--- src/logic/i2c_slave_params.svh ---
// register offsets, field positions, reset values and timing counts
`ifndef I2C_SLAVE_PARAMS_SVH
`define I2C_SLAVE_PARAMS_SVH

`define OFS_DBG_ID 8'hd9
`define OFS_DBG_CTRL 8'hda
`define OFS_CONFIG 8'hdb
`define OFS_STATUS 8'hdc
`define OFS_ADDRESS 8'hdd
`define OFS_DATA 8'hde

`define CFG_SRST 7
`define CFG_STRETCH 1
`define CFG_FILTER 0
`define ST_ADDRM 6
`define ST_STOP 5
`define ST_RSTART 4

`define REG_RESET 8'h00
`define HOLD_BASE 5'h03
`define CLK_PERIOD_NS 4
`define SPIKE_NS 50
`define SPIKE_CYC ((`SPIKE_NS + `CLK_PERIOD_NS - 1) / `CLK_PERIOD_NS)

`endif

--- src/logic/i2c_slave_pkg.sv ---
// types shared by the second slave unit and its input filter
`include "i2c_slave_params.svh"
package i2c_slave_pkg;
  typedef enum logic [3:0] {
    S_IDLE, S_ADDR, S_AACK, S_RX, S_RACK, S_RSTR, S_TX, S_TACK, S_TSTR
  } bus_state_t;

  typedef struct packed {
    logic [1:0] s1;
    logic [1:0] s2;
    logic [1:0] out;
    logic [1:0][3:0] cnt;
  } filt_state_t;

  typedef struct packed {
    bus_state_t state;
    logic [3:0] bitCnt;
    logic [7:0] shift;
    logic [7:0] rxData;
    logic [7:0] txData;
    logic [7:0] txLast;
    logic [7:0] cfg;
    logic [7:0] slaveAddr;
    logic [6:0] dbgId;
    logic dbgEn;
    logic dbgHit;
    logic dbgIrq;
    logic transmit_direction_bit;
    logic startSeen;
    logic firstPend;
    logic firstB;
    logic addrM;
    logic stopF;
    logic rstartF;
    logic txb;
    logic rxb;
    logic nak;
    logic again;
    logic [3:0] holdt;
    logic sclPrev;
    logic sdaPrev;
    logic pendSda;
    logic [4:0] holdCnt;
    logic sdaOe;
    logic sclOe;
    logic irq;
    logic [7:0] rdata;
  } slave_state_t;
endpackage : i2c_slave_pkg

--- src/logic/i2c_slave_debug.sv ---
// second I2C slave unit with debug address match
//
// Added by the designer: the address-and-strobe port.
`timescale 1ns/100ps
`default_nettype none
module i2c_slave_debug (
  // clock and reset
  input wire logic clk_sys,
  input wire logic sys_rst,
  // register port
  input wire logic [7:0] regAddr,
  input wire logic [7:0] regWdata,
  input wire logic regWr,
  input wire logic regRd,
  output logic [7:0] regRdata,
  // bus lines, open drain
  input wire logic sclIn,
  output logic sclOut,
  output logic sclOe,
  input wire logic sdaIn,
  output logic sdaOut,
  output logic sdaOe,
  // interrupts
  output logic slaveIrq,
  output logic debugIrq
);
  import i2c_slave_pkg::*;

  localparam slave_state_t RESET_STATE = '{
    state: S_IDLE, sclPrev: 1'b1, sdaPrev: 1'b1, default: '0};

  slave_state_t q;
  slave_state_t d;
  logic [1:0] filtOut;
  logic sclF;
  logic sdaF;
  logic sclRise;
  logic sclFall;
  logic startEv;
  logic stopEv;
  logic [4:0] holdLoad;
  logic [7:0] statusRd;
  logic [7:0] txByte;
  logic rxbSet;
  logic nackRx;

  // synchronise and filter both lines
  spike_filter u_filter (
    .clk_sys(clk_sys),
    .sys_rst(sys_rst),
    .en(q.cfg[`CFG_FILTER]),
    .din({sdaIn, sclIn}),
    .dout(filtOut)
  );

  // line events from filtered levels
  assign sclF = filtOut[0];
  assign sdaF = filtOut[1];
  assign sclRise = sclF && !q.sclPrev;
  assign sclFall = !sclF && q.sclPrev;
  assign startEv = sclF && q.sclPrev && !sdaF && q.sdaPrev;
  assign stopEv = sclF && q.sclPrev && sdaF && !q.sdaPrev;
  assign holdLoad = {1'b0, q.holdt} + `HOLD_BASE;
  assign statusRd = {q.firstB, q.addrM, q.stopF, q.rstartF,
                     q.txb, q.rxb, q.startSeen, q.nak};

  // next state: register access first, then the bus so sets win
  always_comb begin
    d = q;
    d.dbgIrq = 1'b0;
    d.rdata = 8'h00;
    d.sclPrev = sclF;
    d.sdaPrev = sdaF;
    txByte = q.again ? q.txLast : q.txData;
    rxbSet = 1'b0;
    nackRx = 1'b0;

    // register reads
    if (regRd) begin
      case (regAddr)
        `OFS_DBG_ID: d.rdata = {1'b0, q.dbgId};
        `OFS_DBG_CTRL: d.rdata = {7'h00, q.dbgEn};
        `OFS_CONFIG: d.rdata = {7'h00, q.transmit_direction_bit};
        `OFS_STATUS: d.rdata = statusRd;
        `OFS_DATA: begin
          d.rdata = q.rxData;
          d.rxb = 1'b0;
          d.firstB = 1'b0;
        end
        default: d.rdata = 8'h00;
      endcase
    end

    // register writes
    if (regWr) begin
      case (regAddr)
        `OFS_DBG_ID: d.dbgId = regWdata[6:0];
        `OFS_DBG_CTRL: d.dbgEn = regWdata[0];
        `OFS_CONFIG: d.cfg = regWdata;
        `OFS_STATUS: begin
          d.addrM = q.addrM && regWdata[`ST_ADDRM];
          d.stopF = q.stopF && regWdata[`ST_STOP];
          d.rstartF = q.rstartF && regWdata[`ST_RSTART];
          d.holdt = regWdata[3:0];
        end
        `OFS_ADDRESS: d.slaveAddr = regWdata;
        `OFS_DATA: begin
          d.txData = regWdata;
          d.txb = 1'b0;
        end
        default: d.holdt = d.holdt;
      endcase
    end

    // data output follows scl fall after the hold delay
    if (q.holdCnt != 5'h00) begin
      d.holdCnt = q.holdCnt - 5'h01;
      if (q.holdCnt == 5'h01) begin
        d.sdaOe = q.pendSda;
      end
    end

    // stretched scl is let go once data is settled
    if (q.sclOe && q.state != S_RSTR && q.state != S_TSTR
        && q.holdCnt == 5'h00) begin
      d.sclOe = 1'b0;
    end

    // bus conditions and byte engine
    if (startEv) begin
      d.rstartF = q.startSeen ? 1'b1 : d.rstartF;
      d.startSeen = 1'b1;
      d.nak = 1'b0;
      d.state = S_ADDR;
      d.bitCnt = 4'h0;
    end else if (stopEv) begin
      d.stopF = 1'b1;
      d.startSeen = 1'b0;
      d.state = S_IDLE;
    end else begin
      case (q.state)
        S_ADDR: begin
          if (sclRise) begin
            d.shift = {q.shift[6:0], sdaF};
            d.bitCnt = q.bitCnt + 4'h1;
          end else if (sclFall && q.bitCnt == 4'h8) begin
            if (q.dbgEn && q.shift[7:1] == q.dbgId) begin
              d.dbgIrq = 1'b1;
              d.dbgHit = 1'b1;
              d.pendSda = 1'b1;
              d.holdCnt = holdLoad;
              d.state = S_AACK;
            end else if (q.slaveAddr[7]
                         && q.shift[7:1] == q.slaveAddr[6:0]) begin
              d.dbgHit = 1'b0;
              d.addrM = 1'b1;
              d.transmit_direction_bit = q.shift[0];
              d.firstPend = 1'b1;
              d.pendSda = 1'b1;
              d.holdCnt = holdLoad;
              d.state = S_AACK;
            end else begin
              d.state = S_IDLE;
            end
          end
        end
        S_AACK: begin
          if (sclFall) begin
            d.bitCnt = 4'h0;
            d.holdCnt = holdLoad;
            if (q.dbgHit) begin
              d.pendSda = 1'b0;
              d.state = S_IDLE;
            end else if (q.transmit_direction_bit) begin
              d.shift = txByte;
              d.txLast = txByte;
              d.txb = 1'b1;
              d.pendSda = !txByte[7];
              d.state = S_TX;
            end else begin
              d.pendSda = 1'b0;
              d.state = S_RX;
            end
          end
        end
        S_RX: begin
          if (sclRise) begin
            d.shift = {q.shift[6:0], sdaF};
            d.bitCnt = q.bitCnt + 4'h1;
          end else if (sclFall && q.bitCnt == 4'h8) begin
            if (!q.rxb) begin
              rxbSet = 1'b1;
              d.state = S_RACK;
            end else if (q.cfg[`CFG_STRETCH]) begin
              d.sclOe = 1'b1;
              d.state = S_RSTR;
            end else begin
              nackRx = 1'b1;
              d.pendSda = 1'b0;
              d.holdCnt = holdLoad;
              d.state = S_RACK;
            end
          end
        end
        S_RSTR: begin
          if (!q.rxb) begin
            rxbSet = 1'b1;
            d.state = S_RACK;
          end
        end
        S_RACK: begin
          if (sclFall) begin
            d.pendSda = 1'b0;
            d.holdCnt = holdLoad;
            d.bitCnt = 4'h0;
            d.state = S_RX;
          end
        end
        S_TX: begin
          if (sclRise) begin
            d.bitCnt = q.bitCnt + 4'h1;
          end else if (sclFall && q.bitCnt == 4'h8) begin
            d.pendSda = 1'b0;
            d.holdCnt = holdLoad;
            d.state = S_TACK;
          end else if (sclFall && q.bitCnt != 4'h0) begin
            d.pendSda = !q.shift[3'(4'h7 - q.bitCnt)];
            d.holdCnt = holdLoad;
          end
        end
        S_TACK: begin
          if (sclRise) begin
            if (sdaF) begin
              d.nak = 1'b1;
              d.again = 1'b1;
              d.state = S_IDLE;
            end else begin
              d.nak = 1'b0;
              d.again = 1'b0;
            end
          end else if (sclFall) begin
            d.bitCnt = 4'h0;
            d.holdCnt = holdLoad;
            d.state = S_TX;
            if (!q.txb) begin
              d.shift = q.txData;
              d.txLast = q.txData;
              d.txb = 1'b1;
              d.pendSda = !q.txData[7];
            end else if (q.cfg[`CFG_STRETCH]) begin
              d.sclOe = 1'b1;
              d.holdCnt = 5'h00;
              d.state = S_TSTR;
            end else begin
              d.shift = q.txLast;
              d.nak = 1'b1;
              d.pendSda = !q.txLast[7];
            end
          end
        end
        S_TSTR: begin
          if (!q.txb) begin
            d.shift = q.txData;
            d.txLast = q.txData;
            d.txb = 1'b1;
            d.pendSda = !q.txData[7];
            d.holdCnt = holdLoad;
            d.bitCnt = 4'h0;
            d.state = S_TX;
          end
        end
        default: d.state = S_IDLE;
      endcase
    end

    // move a received byte to software and acknowledge it
    if (rxbSet) begin
      d.rxData = q.shift;
      d.rxb = 1'b1;
      d.firstB = q.firstPend;
      d.firstPend = 1'b0;
      d.pendSda = 1'b1;
      d.holdCnt = holdLoad;
    end

    // soft reset holds every engine idle and clears the address
    if (q.cfg[`CFG_SRST]) begin
      d.state = S_IDLE;
      d.slaveAddr = `REG_RESET;
      d.bitCnt = 4'h0;
      d.startSeen = 1'b0;
      d.pendSda = 1'b0;
      d.holdCnt = 5'h00;
      d.sdaOe = 1'b0;
      d.sclOe = 1'b0;
      d.again = 1'b0;
    end

    // gated interrupt request
    d.irq = |({q.addrM, q.stopF, q.rstartF, q.txb, q.rxb} & q.cfg[6:2]);
  end

  // state register
  always_ff @(posedge clk_sys or posedge sys_rst) begin
    if (sys_rst) begin
      q <= RESET_STATE;
    end else begin
      q <= d;
    end
  end

  // outputs
  assign regRdata = q.rdata;
  assign sclOut = 1'b0;
  assign sdaOut = 1'b0;
  assign sclOe = q.sclOe;
  assign sdaOe = q.sdaOe;
  assign slaveIrq = q.irq;
  assign debugIrq = q.dbgIrq;
endmodule : i2c_slave_debug
`default_nettype wire

--- src/logic/spike_filter.sv ---
// two-flop synchroniser and spike filter for the SCL and SDA inputs
`timescale 1ns/100ps
`default_nettype none
module spike_filter
  import i2c_slave_pkg::*;
(
  // clock and reset
  input wire logic clk_sys,
  input wire logic sys_rst,
  // control
  input wire logic en,
  // lines
  input wire logic [1:0] din,
  output logic [1:0] dout
);
  import i2c_slave_pkg::*;

  localparam logic [3:0] LAST = 4'(`SPIKE_CYC - 1);
  filt_state_t q;
  filt_state_t d;

  // a level must stay stable for the whole window before it passes
  always_comb begin
    d = q;
    d.s1 = din;
    d.s2 = q.s1;
    for (int i = 0; i < 2; i++) begin
      if (!en) begin
        d.out[i] = q.s2[i];
        d.cnt[i] = 4'h0;
      end else if (q.s2[i] == q.out[i]) begin
        d.cnt[i] = 4'h0;
      end else if (q.cnt[i] == LAST) begin
        d.out[i] = q.s2[i];
        d.cnt[i] = 4'h0;
      end else begin
        d.cnt[i] = q.cnt[i] + 4'h1;
      end
    end
  end

  // state register, lines idle high
  always_ff @(posedge clk_sys or posedge sys_rst) begin
    if (sys_rst) begin
      q <= '{s1: 2'h3, s2: 2'h3, out: 2'h3, cnt: '0};
    end else begin
      q <= d;
    end
  end

  assign dout = q.out;
endmodule : spike_filter
`default_nettype wire

--- config.mk ---
export PLATFORM = sky130hd
export DESIGN_NAME = i2c_slave_debug
export DESIGN_NICKNAME = d
export VERILOG_FILES = /design/src/logic/i2c_slave_pkg.sv /design/src/logic/i2c_slave_debug.sv /design/src/logic/spike_filter.sv
export VERILOG_INCLUDE_DIRS = /design/src /design/src/logic
export SDC_FILE = /design/constraint.sdc
export NUM_CORES = 1
export LEC_CHECK = 0
export BUFFER_PORTS_ARGS = -buffer_cell sky130_fd_sc_hd__buf_2
export CAP_MARGIN = 0
export CORE_ASPECT_RATIO = 0.9
export CORE_MARGIN = 5
export CORE_UTILIZATION = 40
export CTS_CLUSTER_DIAMETER = 60
export CTS_CLUSTER_SIZE = 14
export DETAILED_ROUTE_END_ITERATION = 10
export GPL_ROUTABILITY_DRIVEN = 0
export HOLD_SLACK_MARGIN = 0.05
export REMOVE_ABC_BUFFERS = 1
export SKIP_LAST_GASP = 1
export SLEW_MARGIN = 20
export SYNTH_ARGS = -nofsm -noshare
export SYNTH_HDL_FRONTEND = slang
export SYNTH_HIERARCHICAL = 1
export SYNTH_SLANG_ARGS = --single-unit
--- constraint.sdc ---
create_clock -name clk_sys -period 6.6 [get_ports clk_sys]
set_input_delay 0.33 -clock clk_sys [delete_from_list [all_inputs] [get_ports clk_sys]]
set_output_delay 0.33 -clock clk_sys [all_outputs]
set_load 0.005 [all_outputs]
; ---- Word level (Yosys, flattened, before mapping)
; Index checks and enable logic that the tools add are counted.
[classes]
eq_ne = 81
n_mux = 165
reduce_logical = 70
addsub = 6
n_lt_le_gt_ge = 1
bitwise = 5
[op_table]
columns = cell, count
row1 = $mux W8, 16
row2 = $mux W6, 20
row3 = $mux W4, 22
row4 = $ne A4 B4 Y1 const B, 19
row5 = $mux W1, 73
row6 = $ne A5 B5 Y1 const B, 13
row7 = $mux W16, 4
row8 = $eq A8 B8 Y1 const B, 6
row9 = $pmux W6 S7, 1
row10 = $pmux W8 S5, 1
row11 = $mux W12, 3
row12 = $pmux W4 S8, 1
row13 = $pmux W8 S4, 1
row14 = $reduce_bool A2 Y1, 13
row15 = $ne A2 B2 Y1 const B, 12
row16 = $pmux W4 S6, 1
row17 = $pmux W8 S3, 1
row18 = $mux W2, 11
row19 = $reduce_and A2 Y1, 10
row20 = $reduce_and A18 Y1, 1
row21 = $logic_and A1 B1 Y1, 17
row22 = $eq A4 B3 Y1 const B, 4
row23 = $eq A4 B4 Y1 const B, 4
row24 = $eq A7 B7 Y1, 2
row25 = 42 further kinds, 72
[totals]
out_inout_bits = 14
inputBits = 22
regBits = 114
elab_cells = 366

; ---- Longest topological paths before layout
; Gate-level depths: netlist of the first run.
[depth]
depth_word = 13
ltp_mapped = 11
ltp_nobuf = 9

; ---- Cells and area by module
; Netlist of the first run, hierarchy kept.
[modules_own_cells]
columns = mod, area_each_um2, instances, seq_area_each_um2, cells_per_inst
row1 = i2c_slave_debug, 5401.4, 1, 2504.9, 539
row2 = spike_filter, 604.3, 1, 357.8, 49

; ---- Worst setup path before layout of the first run
; OpenSTA, ideal clock, no wires.
[synth_path]
path_type = reg-to-reg
start = reg u_filter.q, in the netlist u_filter/dout[1]
end = reg q[76] (netlist name)
setup_time_ns = 0.125
stages_incl_launch_ff = 8
synth_period_minus_slack_ns = 2.420
t_arrival_ns = 2.295
path_slack_ns = 4.180
cell_sequence = dfstp_2 -> buf_4 -> clkbuf_1 -> xor2_1 -> and2_1 -> nor4_1 -> buf_2 -> mux2_2
[synth_via]
elab_chain_cells = 4
word_cells_on_any_way = 7
[synth_lines]
columns = element, line
row1 = start: declaration, spike_filter.sv:19  ; filt_state_t q;
row2 = start signal: assignment, spike_filter.sv:45  ; q <= '{s1: 2'h3, s2: 2'h3, out: 2'h3, cnt: '0};
row3 = $logic_and A1 B1 Y1 / $logic_not A1 Y1 (equally long branches), "i2c_slave_debug.sv:62, i2c_slave_debug.sv:61"
row4 = $logic_and A1 B1 Y1 (on tied branches), "i2c_slave_debug.sv:62, i2c_slave_debug.sv:61"
row5 = $mux W1 / $logic_and A1 B1 Y1 (equally long branches), "i2c_slave_debug.sv:136, i2c_slave_debug.sv:61"
row6 = $mux W1 (*), i2c_slave_debug.sv:130  ; if (startEv) begin
row7 = end signal: assignment, i2c_slave_debug.sv:306  ; q <= RESET_STATE;
row8 = end signal: assignment, i2c_slave_debug.sv:308  ; q <= d;
row9 = end: declaration, i2c_slave_debug.sv:32  ; slave_state_t q;
; Every way passes the cells marked *; elsewhere a longest branch is shown, timed or not.
; A chain may end at the register's enable or synchronous reset.

; ---- Worst setup path after layout of the first run
[layout_path]
start = reg q[18] (netlist name)
end = reg q[79] (netlist name)
[layout_via]
elab_chain_cells = 7
word_cells_on_any_way = 14
[layout_lines]
columns = element, line
row1 = $logic_and A1 B1 Y1, i2c_slave_debug.sv:60  ; assign sclFall = !sclF && q.sclPrev;
row2 = $logic_and A1 B1 Y1, i2c_slave_debug.sv:190  ; end else if (sclFall && q.bitCnt == 4'h8) begin
row3 = $mux W1, i2c_slave_debug.sv:190
row4 = $mux W1, i2c_slave_debug.sv:187  ; if (sclRise) begin
row5 = $pmux W1 S2, i2c_slave_debug.sv:141  ; case (q.state)
row6 = $mux W1, i2c_slave_debug.sv:136  ; end else if (stopEv) begin
row7 = $mux W1 (*), i2c_slave_debug.sv:130
; Marked as above.

==> key figures, run 1 <==
Status
  – Outcome: complete, no violations

Worst setup path
  – Max incr delay on CP: between 500 and 600 ps
  – Crit path arrival time: ~3200 ps
  – Worst R2R Setup Slack: 3720 ps
  – Worst Reg-to-Reg Cells: 7
  – Worst-path cell chain: inv_1 > ha_1 > nor2b_1 > a31oi_1 > nor4_2 > buf_4 > mux2_2
  – Slowest cell on crit path: dfstp_2
  – R2r endpoint: q[79]
  – Worst Path Max Fanout: 13
  – Setup crit end kind: flip-flop
  – Crit Path Class: flip-flop to flip-flop
  – Worst Path Required: around 6900 ps
  – Worst reg2reg path startpoint: q[18]
  – Startpoint type of the worst setup path: flip-flop

Cells and area
  – Nets: 649
  – Final design utilization: 46.5%
  – Area grow syn2layout: 14.0%
  – Number of inserted diodes: 0
  – Layout cells sized above 1: 21.7%

Power
  – Clock power frac: 33.0%
  – Net Sw Power: 903 uW
  – Logic pwr share: 28.5%
  – Max VDD drop: 0.000211 V
  – Static leakage: 3.12 nW
  – PD cells: 369 mW/mm2
  – Int Power: 1.63 mW
  – Sequential power share: 38.5%
  – Sw Share: between 30% and 40%

Routing
  – DRT met1 WL: 6.67 mm
  – Metal3 WL: ~1.1 mm
  – Top Metal Used: met4
  – Final ANT Viol Nets: 0
  – DR vias: 4730
  – DR iter-0 viols: about 550
  – # DRC: 0
  – Drt pass-1 iters: 6
  – WL per Instance: 18.5 um
  – Final wirelength: 15.3 mm
  – Routed wl met2: 7.00 mm
  – Vias per Instance: 5.73

STA
  – Crit path time final: 2880 ps
  – Final hold vios: 0
  – Setup violators final: 0
  – Max-slew violations: 0
  – Worst-margin pin slew: about 990 ps
  – Setup_tns: 0 ps
  – RSZ-0062 raised after global routing: false
  – Layout Skew: 6.56 ps
  – Fmax achieved: 348 MHz
  – Final worst-path cycle share: 43.6%
  – Relative slew slack: 34.0%

Run
  – Max cap viols: 0

Hold path
  – Hold/Removal Path Class: input pin to flip-flop
  – Min-Delay Startpoint: regWdata[7]
  – WHS Endpoint: q[75]
  – Hold depth: 2

Synth
  – Syn Inst Count: 588
  – Most used DFF post-synth: dfrtp_1
  – Syn_area_per_cell: 10.2 um2
  – EDFF count, synth: 0
  – Sequential area share after synthesis: 47.7%
  – #FFs+latches synth: 114
  – YS warnings: 6
  – Distinct cells, synth: 68
  – Fraction of registers with async set/reset: 100%
  – Synth Cell Area: 0.00601 mm2

Clock network
  – CTS buffer count: 17
  – Clk buf depth: 2
  – CTS tree: done
  – Cts repair resizes: 0
  – Htree depth: 4
  – Reg clk slew, reported paths: 50 ps
  – Clock Sinks: approximately 110
  – CTS root buf: clkbuf_16
  – Post-CTS Hold Fix Bufs: 3
  – Worst skew pair latency: 420 ps
  – Post-CTS setup buffers: 0

Die
  – Die area: 0.0176 mm2
  – Num ports: 36
  – Die width: approximately 140 um
  – Area of the core: 0.0147 mm2
  – Initial core utilization: roughly two fifths
  – Site Rows: 42
  – Die H: 126 um

GRT
  – Global-route wire length before repair: about 25 mm
  – Initial antenna violation count: 0
  – GRT Overall Usage: 18.0%
  – Largest net degree at the start of global routing: 83
  – GRT Residual Overflow: 0
  – Vias in the first global route: 4627

Placed design
  – Port bufs: 33
  – Post-DP HPWL: 10.9 mm
## how the worst max path moves through the flow
| stage | endpoint | slack, ps | from | cells after the start |
|---|---|---|---|---|
| 6_report | q[79] | 3720 | q[18] | 7 |
| 5_1_grt | q[15] | 3640 | q[96] | 7 |
| 4_1_cts | q[79] | 3850 | q[18] | 7 |
| 3_5_place_dp | q[80] | 3890 | q[18] | 7 |
| 3_3_place_gp | q[80] | 3930 | q[18] | 7 |
| 2_1_floorplan | q[11] | 3400 | q[18] | 7 |
## power groups by stage
| stage | Clock (mW) | Sequential (mW) | Combinational (mW) |
|---|---|---|---|
| finish | 0.835 | 0.973 | 0.720 |
| CTS | 0.850 | 0.967 | 0.707 |
| detailed placement | 0 | 0.977 | 0.701 |
| global placement | 0 | 0.972 | 0.685 |
| floorplan | 0 | 0.917 | 0.540 |
| global route | 0.883 | 0.987 | 0.798 |
## synthesized netlist by cell type (all sizes together) (2+ instances only)
cell type	count	area, um2
a211o	3	26.3
a21boi	2	15.0
a21o	3	22.5
a21oi	26	130
a222oi	7	70.1
a22o	8	70.1
a22oi	5	37.5
a311oi	2	17.5
a31oi	4	25.0
a32oi	3	26.3
and2	2	12.5
and3	4	27.5
and4b	2	20.0
buf	24	158
clkbuf	9	35.0
dfrtp	106	2650
dfstp	8	210
ha	13	163
inv	22	82.6
mux2	45	514
mux2i	11	110
mux4	2	45.0
nand2	48	180
nand2b	9	56.3
nand3	15	80.1
nand3b	4	30.0
nand4	5	31.3
nor2	64	243
nor2b	7	43.8
nor3	12	65.1
nor3b	4	35.0
nor4	3	25.0
nor4b	2	17.5
o211ai	3	22.5
o21ai	39	195
o22ai	9	56.3
o2bb2ai	2	17.5
o31ai	5	37.5
or3	4	25.0
xnor2	17	149
xor2	10	87.6
## logic make-up after synthesis
logic type	Yosys count	synth area share (%)
buf+inv	55	4.58
other cells	1	0.0624
compound gates	130	14.3
fa+ha+maj	13	2.71
xor+xnor	27	3.94
mux	58	11.1
simple gates	190	15.6
flops	114	47.7
## flip-flops by register name, indices dropped and copies added (netlist names)
signal / cells
q: 88
u_filter/q: 10
regRdata: 8
u_filter/d: 2
u_filter/dout: 2
debugIrq: 1
sclOe: 1
sdaOe: 1
slaveIrq: 1
## cell type report
type,count,area (um2)
clock buffers,23,498
well taps,198,248
clock inverters,9,55.1
repair buffers,39,221
multi-input cells,420,2880
flip-flops and latches,114,2860
fillers,1399,7870
inverters,22,85.1
## layout by cell type, fill, tap and decap left out, types with 11 or more instances in the layout
| cell type | instances |
|---|---|
| dfrtp_1 | 106 |
| nor2_1 | 63 |
| nand2_1 | 48 |
| mux2_2 | 43 |
| buf_2 | 33 |
| o21ai_0 | 30 |
| a21oi_1 | 26 |
| inv_1 | 21 |
| xnor2_1 | 17 |
| clkbuf_16 | 17 |
| nand3_1 | 14 |
| ha_1 | 13 |
| nor3_1 | 11 |
| mux2i_1 | 11 |
## layer usage
layer	track usage (%)	vias up
met3	4.51	50
li1	-	2156
met1	24.2	2317
met4	8.23	0
met2	27.6	207
met5	0	-
## through the flow
stage / power [mW] / area (um2) / hold slack [ps] / worst slack [ps] / std cells
after global placement: 1.66 / 6260 / 301 / 3930 / 790
final: 2.53 / 6850 / 205 / 3720 / 825
after global routing: 2.67 / 6850 / 201 / 3640 / 825
after CTS: 2.52 / 6840 / 193 / 3850 / 825
after floorplan: 1.46 / 5820 / 215 / 3400 / 556
after detailed placement: 1.68 / 6260 / 301 / 3890 / 790
## worst max-delay path, delay by kind of cell (launching register included)
kind / cells / cell delay [ps]
compound gates: 1 / 240
buf+inv: 2 / 340
flops: 1 / 540
fa+ha+maj: 1 / 360
mux: 1 / 360
simple gates: 2 / 910
Note: power is estimated with default switching activity, not from simulation.
==> inputs of run 2 (changes only) <==
==> constraint.sdc (replaced) <==
create_clock -name clk_sys -period 2.8 [get_ports clk_sys]
set_input_delay 0.14 -clock clk_sys [delete_from_list [all_inputs] [get_ports clk_sys]]
set_output_delay 0.14 -clock clk_sys [all_outputs]
set_load 0.005 [all_outputs]
==> run 2 against run 1 <==
Against the previous run:
- clock skew rose by 9.0 ps
- maximum frequency grew 6.3%
- total power grew to 2.5 times the previous value
- register-to-register slack lost 3600 ps
- flip-flop and latch count unchanged
- clock power grew to 2.7 times the previous value
- critical path type unchanged
- critical endpoint is now q[96]
==> key figures, run 2 (synthesis gave the netlist of run 1 again) <==
Routing
  – # DRC: 0 (unchanged)
  – Final ANT Viol Nets: 0 (unchanged)
  – WL per Instance: 18.9 um (+1.8%)
  – Vias per Instance: 5.71 (-0.39%)
  – Final wirelength: 15.9 mm (+3.8%)
  – DR vias: 4803 (+1.5%)
  – Drt pass-1 iters: 7 (+1)
  – DR iter-0 viols: 565 (+2.5%)

Worst setup path
  – Crit path depth: 9 (+2)
  – Startpoint type of the worst setup path: flip-flop
  – Worst reg2reg path startpoint: q[18]
  – Worst-path cell chain: inv_1 > ha_1 > nand2b_1 > a311oi_1 > a311oi_1 > a211o_1 > o21ba_2 > a211o_1 > o31ai_1
  – Worst Path Required: 3120 ps (-3770 ps)
  – Setup crit end kind: flip-flop
  – R2r endpoint: q[96]
  – Slowest cell on crit path: dfstp_2
  – Max incr delay on CP: 540 ps (about the same)
  – Worst Reg-to-Reg Cells: 9 (+2)
  – CP bufs+invs: 1 (-1)
  – Crit Path Class: flip-flop to flip-flop
  – Top delay family on crit path: compound AO/OA/AOI/OAI gates
  – Crit path arrival time: 3020 ps (-150 ps)
  – Worst R2R Setup Slack: 100 ps (-3630 ps)
  – Worst Path Max Fanout: 13 (unchanged)

Hold path
  – Min-Delay Startpoint: regWdata[5]
  – Hold/Removal Path Class: input pin to flip-flop
  – WHS Endpoint: q[73]
  – Hold depth: 2 (unchanged)

GRT
  – Initial antenna violation count: 0 (unchanged)
  – GRT Residual Overflow: 0 (unchanged)
  – Global-route wire length before repair: 25.9 mm (+3.7%)
  – Largest net degree at the start of global routing: 57 (-31%)
  – GRT Overall Usage: 18.8% (+0.80 points)
  – Vias in the first global route: 4721 (+2.0%)

Cells and area
  – Number of flip-flops in the largest register: 88 (unchanged)
  – Most frequent cells in the layout: dfrtp_1, nor2_1, nand2_1
  – Layout cells sized above 1: 23.8% (+2.1 points)
  – Top reg by flops: q
  – Final design utilization: 48.0% (+1.5 points)
  – Most common cell after layout, fill and taps aside: dfrtp_1
  – Nets: 665 (+2.5%)
  – Finished Cell Area: 0.00706 mm2 (+3.1%)
  – Area grow syn2layout: 17.6%
  – Number of inserted diodes: 0 (unchanged)

Power
  – Static leakage: 3.23 nW (+3.5%)
  – Int Power: 4.19 mW (+160%)
  – Clock power frac: 35.7% (+2.7 points)
  – Sw Share: 34.3% (-1.4 points)
  – PD cells: 904 mW/mm2 (+150%)
  – Net Sw Power: 2.19 mW (+140%)
  – Logic pwr share: 28.6% (about the same)
  – Max VDD drop: 0.000474 V (+120%)
  – Sequential power share: 35.7% (-2.8 points)

Die
  – Die area: 0.0176 mm2 (unchanged)
  – Site Rows: 42 (unchanged)
  – Num ports: 36 (unchanged)
  – Die H: 126 um (unchanged)
  – Die width: 139 um (unchanged)
  – Area of the core: 0.0147 mm2 (unchanged)
  – Initial core utilization: 40.8% (unchanged)

STA
  – Setup violators final: 0 (unchanged)
  – Final worst-path cycle share: 96.6% (+53 points)
  – Layout Skew: 15.5 ps (+8.96 ps)
  – Worst-margin pin slew: 839 ps (-147 ps)
  – Relative slew slack: 44.1% (+10 points)
  – Final hold vios: 0 (unchanged)
  – Fmax achieved: 370 MHz (+6.3%)
  – Max-slew violations: 0 (unchanged)
  – Hold_ws: 65.9 ps (-139 ps)
  – Crit path time final: 2700 ps (-171 ps)

Clock network
  – Clk buf depth: 2 (unchanged)
  – Reg clk slew, reported paths: 50 ps (about the same)
  – Post-CTS setup buffers: 0 (unchanged)
  – Worst skew pair latency: 430 ps (about the same)
  – CTS root buf: clkbuf_16
  – Clock Sinks: 114 (unchanged)
  – CTS tree: done
  – Htree depth: 4 (unchanged)
  – CTS buffer count: 17 (unchanged)

Placed design
  – Post-Place Cell Area: 0.00638 mm2 (+1.9%)
  – Post-DP HPWL: 11.1 mm (+1.8%)
  – Port bufs: 33 (unchanged)

Status
  – Outcome: complete, no violations

Run
  – Max cap viols: 0 (unchanged)
-- run 2: routing by layer --
layer | global-route usage [%] | up-vias | part of all wire (%)
li1 | - | 2186 | -
met1 | 24.9 | 2339 | 43
met2 | 28.8 | 218 | 45
met3 | 4.81 | 60 | 7.8
met4 | 9.44 | 0 | 4.4
met5 | 0 | - | 0
-- run 2: how the worst max path moves through the flow --
| stage | startpoint | slack, ps | end |
|---|---|---|---|
| 6_report | q[18] | 100 | q[96] |
| 5_1_grt | q[96] | -5 | q[66] |
| 4_1_cts | q[18] | 140 | q[96] |
| 3_5_place_dp | q[96] | 200 | q[64] |
| 3_3_place_gp | q[18] | 250 | q[15] |
| 2_1_floorplan | q[18] | -400 | q[11] |
-- run 2: layout make-up --
class | count | area [um2]
Fill cell | 1391 | 7650
Sequential cell | 114 | 2860
Timing Repair Buffer | 55 | 355
Inverter | 22 | 85.1
Clock inverter | 13 | 181
Tap cell | 198 | 248
Multi-Input combinational cell | 420 | 2890
Clock buffer | 19 | 443
-- run 2: power by group through the flow --
stage / Clock [mW] / Combinational (mW) / Sequential, mW
after floorplan: 0 / 1.27 / 2.16
after global placement: 0 / 1.77 / 2.28
after detailed placement: 0 / 1.78 / 2.29
after CTS: 2.33 / 1.80 / 2.26
after global routing: 2.41 / 2.03 / 2.31
final: 2.28 / 1.83 / 2.28
-- run 2: repair_timing --
item,4_1_cts,5_1_grt
endpoints found under the setup margin,0,12
hold endpoints to repair,68,0
hold buffers,5,0
gates resized for setup,0,3
-- run 2: through the flow --
step | cells | power, mW | TNS, ps | setup slack [ps]
final | 841 | 6.39 | 0 | 95.8
after global routing | 841 | 6.75 | -7.65 | -4.61
after CTS | 841 | 6.39 | 0 | 141
after detailed placement | 804 | 4.07 | 0 | 196
after global placement | 804 | 4.04 | 0 | 246
after floorplan | 556 | 3.43 | -3630 | -398
==> inputs of run 3 (changes only) <==
--- a/config.mk
+++ b/config.mk
@@ -9,7 +9,6 @@
 export BUFFER_PORTS_ARGS = -buffer_cell sky130_fd_sc_hd__buf_2
 export CAP_MARGIN = 0
 export CORE_ASPECT_RATIO = 0.9
-export CORE_MARGIN = 5
 export CORE_UTILIZATION = 40
 export CTS_CLUSTER_DIAMETER = 60
 export CTS_CLUSTER_SIZE = 14
==> run 3 against run 2 <==
Against the previous run:
- flip-flop and latch count did not move
- clock skew down 8.7 ps
- sequential share of layout area up 0.30 points
- highest routed layer unchanged
==> key figures, run 3 (synthesis gave the netlist of run 1 again) <==
GRT
  – GRT Residual Overflow: 0 (unchanged)
  – Global-route wire length before repair: 25.3 mm (-2.4%)
  – GRT Overall Usage: 21.3% (+2.5 points)
  – Largest net degree at the start of global routing: 66 (+16%)
  – Vias in the first global route: 4755 (+0.72%)
  – Initial antenna violation count: 0 (unchanged)

Routing
  – Final ANT Viol Nets: 0 (unchanged)
  – Drt pass-1 iters: 6 (-1)
  – DR vias: 4844 (+0.85%)
  – WL per Instance: 18.6 um (-1.5%)
  – Final wirelength: 15.7 mm (-0.76%)
  – # DRC: 0 (unchanged)
  – DR iter-0 viols: 522 (-7.6%)
  – Vias per Instance: 5.72 (+0.14%)

Cells and area
  – Fillcell total: 1341 (-3.6%)
  – Area grow syn2layout: 16.7%
  – Most frequent cells in the layout: dfrtp_1, nor2_1, nand2_1
  – Final Non-Filler Cells: 847 (+0.71%)
  – Nets: 671 (+0.90%)
  – Finished Cell Area: 0.00701 mm2 (-0.73%)
  – Top reg by flops: q
  – Final design utilization: 47.8% (-0.18 points)
  – Most common cell after layout, fill and taps aside: dfrtp_1
  – Number of flip-flops in the largest register: 88 (unchanged)
  – Layout cells sized above 1: 23.0% (-0.84 points)
  – Number of inserted diodes: 0 (unchanged)

Worst setup path
  – Worst R2R Setup Slack: 110 ps (+20 ps)
  – Worst Path Required: 3070 ps (-50 ps)
  – Startpoint type of the worst setup path: flip-flop
  – CP bufs+invs: 1 (unchanged)
  – Slowest cell on crit path: dfstp_2
  – Setup crit end kind: flip-flop
  – Worst Reg-to-Reg Cells: 9 (unchanged)
  – Worst Path Max Fanout: 13 (unchanged)
  – Max incr delay on CP: 540 ps (about the same)
  – Top delay family on crit path: simple AND/OR/NAND/NOR gates
  – CP most frequent cell: nand2_1
  – Crit path arrival time: 2960 ps (-60 ps)
  – Crit Path Class: flip-flop to flip-flop
  – Worst-path cell chain: inv_1 > ha_1 > nor2b_1 > nand2_1 > o21ai_0 > nand2_1 > nor4b_1 > or3_1 > o22ai_1
  – R2r endpoint: q[15]
  – Worst reg2reg path startpoint: q[18]

Power
  – Sw Share: 35.1% (+0.75 points)
  – Clock power frac: 32.3% (-3.4 points)
  – Static leakage: 3.20 nW (-0.74%)
  – Total power: 6.10 mW (-4.4%)
  – Sequential power share: 37.2% (+1.5 points)
  – PD cells: 871 mW/mm2 (-3.7%)
  – Logic pwr share: 30.5% (+1.9 points)
  – Net Sw Power: 2.14 mW (-2.4%)
  – Max VDD drop: 0.000444 V (-6.3%)
  – Int Power: 3.96 mW (-5.5%)

Hold path
  – Hold depth: 2 (unchanged)
  – Min-Delay Startpoint: regWdata[6]
  – Hold/Removal Path Class: input pin to flip-flop
  – WHS Endpoint: q[58]

Run
  – Max cap viols: 0 (unchanged)

Clock network
  – CTS root buf: clkbuf_16
  – Reg clk slew, reported paths: 50 ps (about the same)
  – Htree depth: 4 (unchanged)
  – CTS tree: done
  – Worst skew pair latency: 420 ps (about the same)
  – Clk buf depth: 2 (unchanged)
  – CTS buffer count: 17 (unchanged)
  – Clock Sinks: 114 (unchanged)

STA
  – Fmax achieved: 372 MHz (+0.69%)
  – Relative slew slack: 44.7% (+0.60 points)
  – Hold_ws: 83.1 ps (+17.1 ps)
  – Setup ws final: 114 ps (+18.4 ps)
  – Max-slew violations: 0 (unchanged)
  – Layout Skew: 6.80 ps (-8.73 ps)
  – Crit path time final: 2690 ps (-18.4 ps)
  – Setup violators final: 0 (unchanged)
  – Final worst-path cycle share: 95.9% (-0.66 points)
  – Worst-margin pin slew: 830 ps (-8.95 ps)
  – RSZ-0062 raised after global routing: false
  – Final hold vios: 0 (unchanged)
  – Setup_tns: 0 ps (unchanged)

Placed design
  – Port bufs: 33 (unchanged)
  – Dpl ws: 187 ps (-9.06 ps)
  – Post-DP HPWL: 11.1 mm (about the same)
  – Post-Place Cell Area: 0.00640 mm2 (+0.27%)
  – Placed cells: 808 (+0.50%)

Die
  – Die H: 118 um (-6.3%)
  – Area of the core: 0.0147 mm2 (-0.36%)
  – Die width: 131 um (-5.7%)
  – Initial core utilization: 41.0% (+0.15 points)
  – Die area: 0.0155 mm2 (-12%)
  – Site Rows: 42 (unchanged)
  – Num ports: 36 (unchanged)

Status
  – Outcome: complete, no violations
==> run 3: cell types whose count changed in the layout (fill, tap and decap cells not counted), moves of 2 or more <==
cell,change
buf_4,+5
dlygate4sd3_1,+2
bufinv_16,-3
clkbuf_1,+7
inv_6,-3
clkinv_2,-2
==> run 3: how the worst max path moves through the flow <==
| stage | from | to | depth (start not counted) |
|---|---|---|---|
| after CTS | q[97] | q[66] | 5 |
| final | q[18] | q[15] | 9 |
| after floorplan | q[18] | q[11] | 7 |
| after global routing | q[18] | q[14] | 8 |
| after detailed placement | q[97] | q[66] | 5 |
| after global placement | q[18] | q[15] | 9 |
==> run 3: area by class of cell <==
type	count	area, um2	area share [%]
Clock buffer	27	483	6.89
Clock inverter	5	55.1	0.785
Inverter	22	85.1	1.21
Multi-Input combinational cell	420	2880	41.1
Sequential cell	114	2860	40.9
Tap cell	198	248	3.53
Timing Repair Buffer	61	393	5.60
==> run 3: power by group through the flow <==
stage | clock, mW | combinational (mW) | sequential (mW)
2_1_floorplan | 0 | 1.27 | 2.16
3_3_place_gp | 0 | 1.79 | 2.27
3_5_place_dp | 0 | 1.81 | 2.28
4_1_cts | 2.01 | 1.83 | 2.26
5_1_grt | 2.09 | 2.04 | 2.30
6_report | 1.97 | 1.86 | 2.27
==> run 3: routing by layer <==
metal	share of wire, %	up-vias	track usage, %
met5	0	-	0
met4	3.8	0	12.4
met3	7.1	45	5.83
met2	46	203	31.9
met1	43	2401	27.7
li1	-	2195	-
==> run 3: timing repair <==
| item | 4_1_cts | 5_1_grt |
|---|---|---|
| hold buffers | 7 | 0 |
| resized for setup | 0 | 2 |
| setup endpoints to repair | 0 | 3 |
| setup buffers | 0 | 0 |
| endpoints found under the hold margin | 84 | 0 |
==> run 3: worst reg2reg max path: stages, from the launching register on <==
cell and delay (ps):
dfstp_2 540, inv_1 50, ha_1 340, nor2b_1 450
nand2_1 190, o21ai_0 190, nand2_1 70, nor4b_1 350
or3_1 260, o22ai_1 100
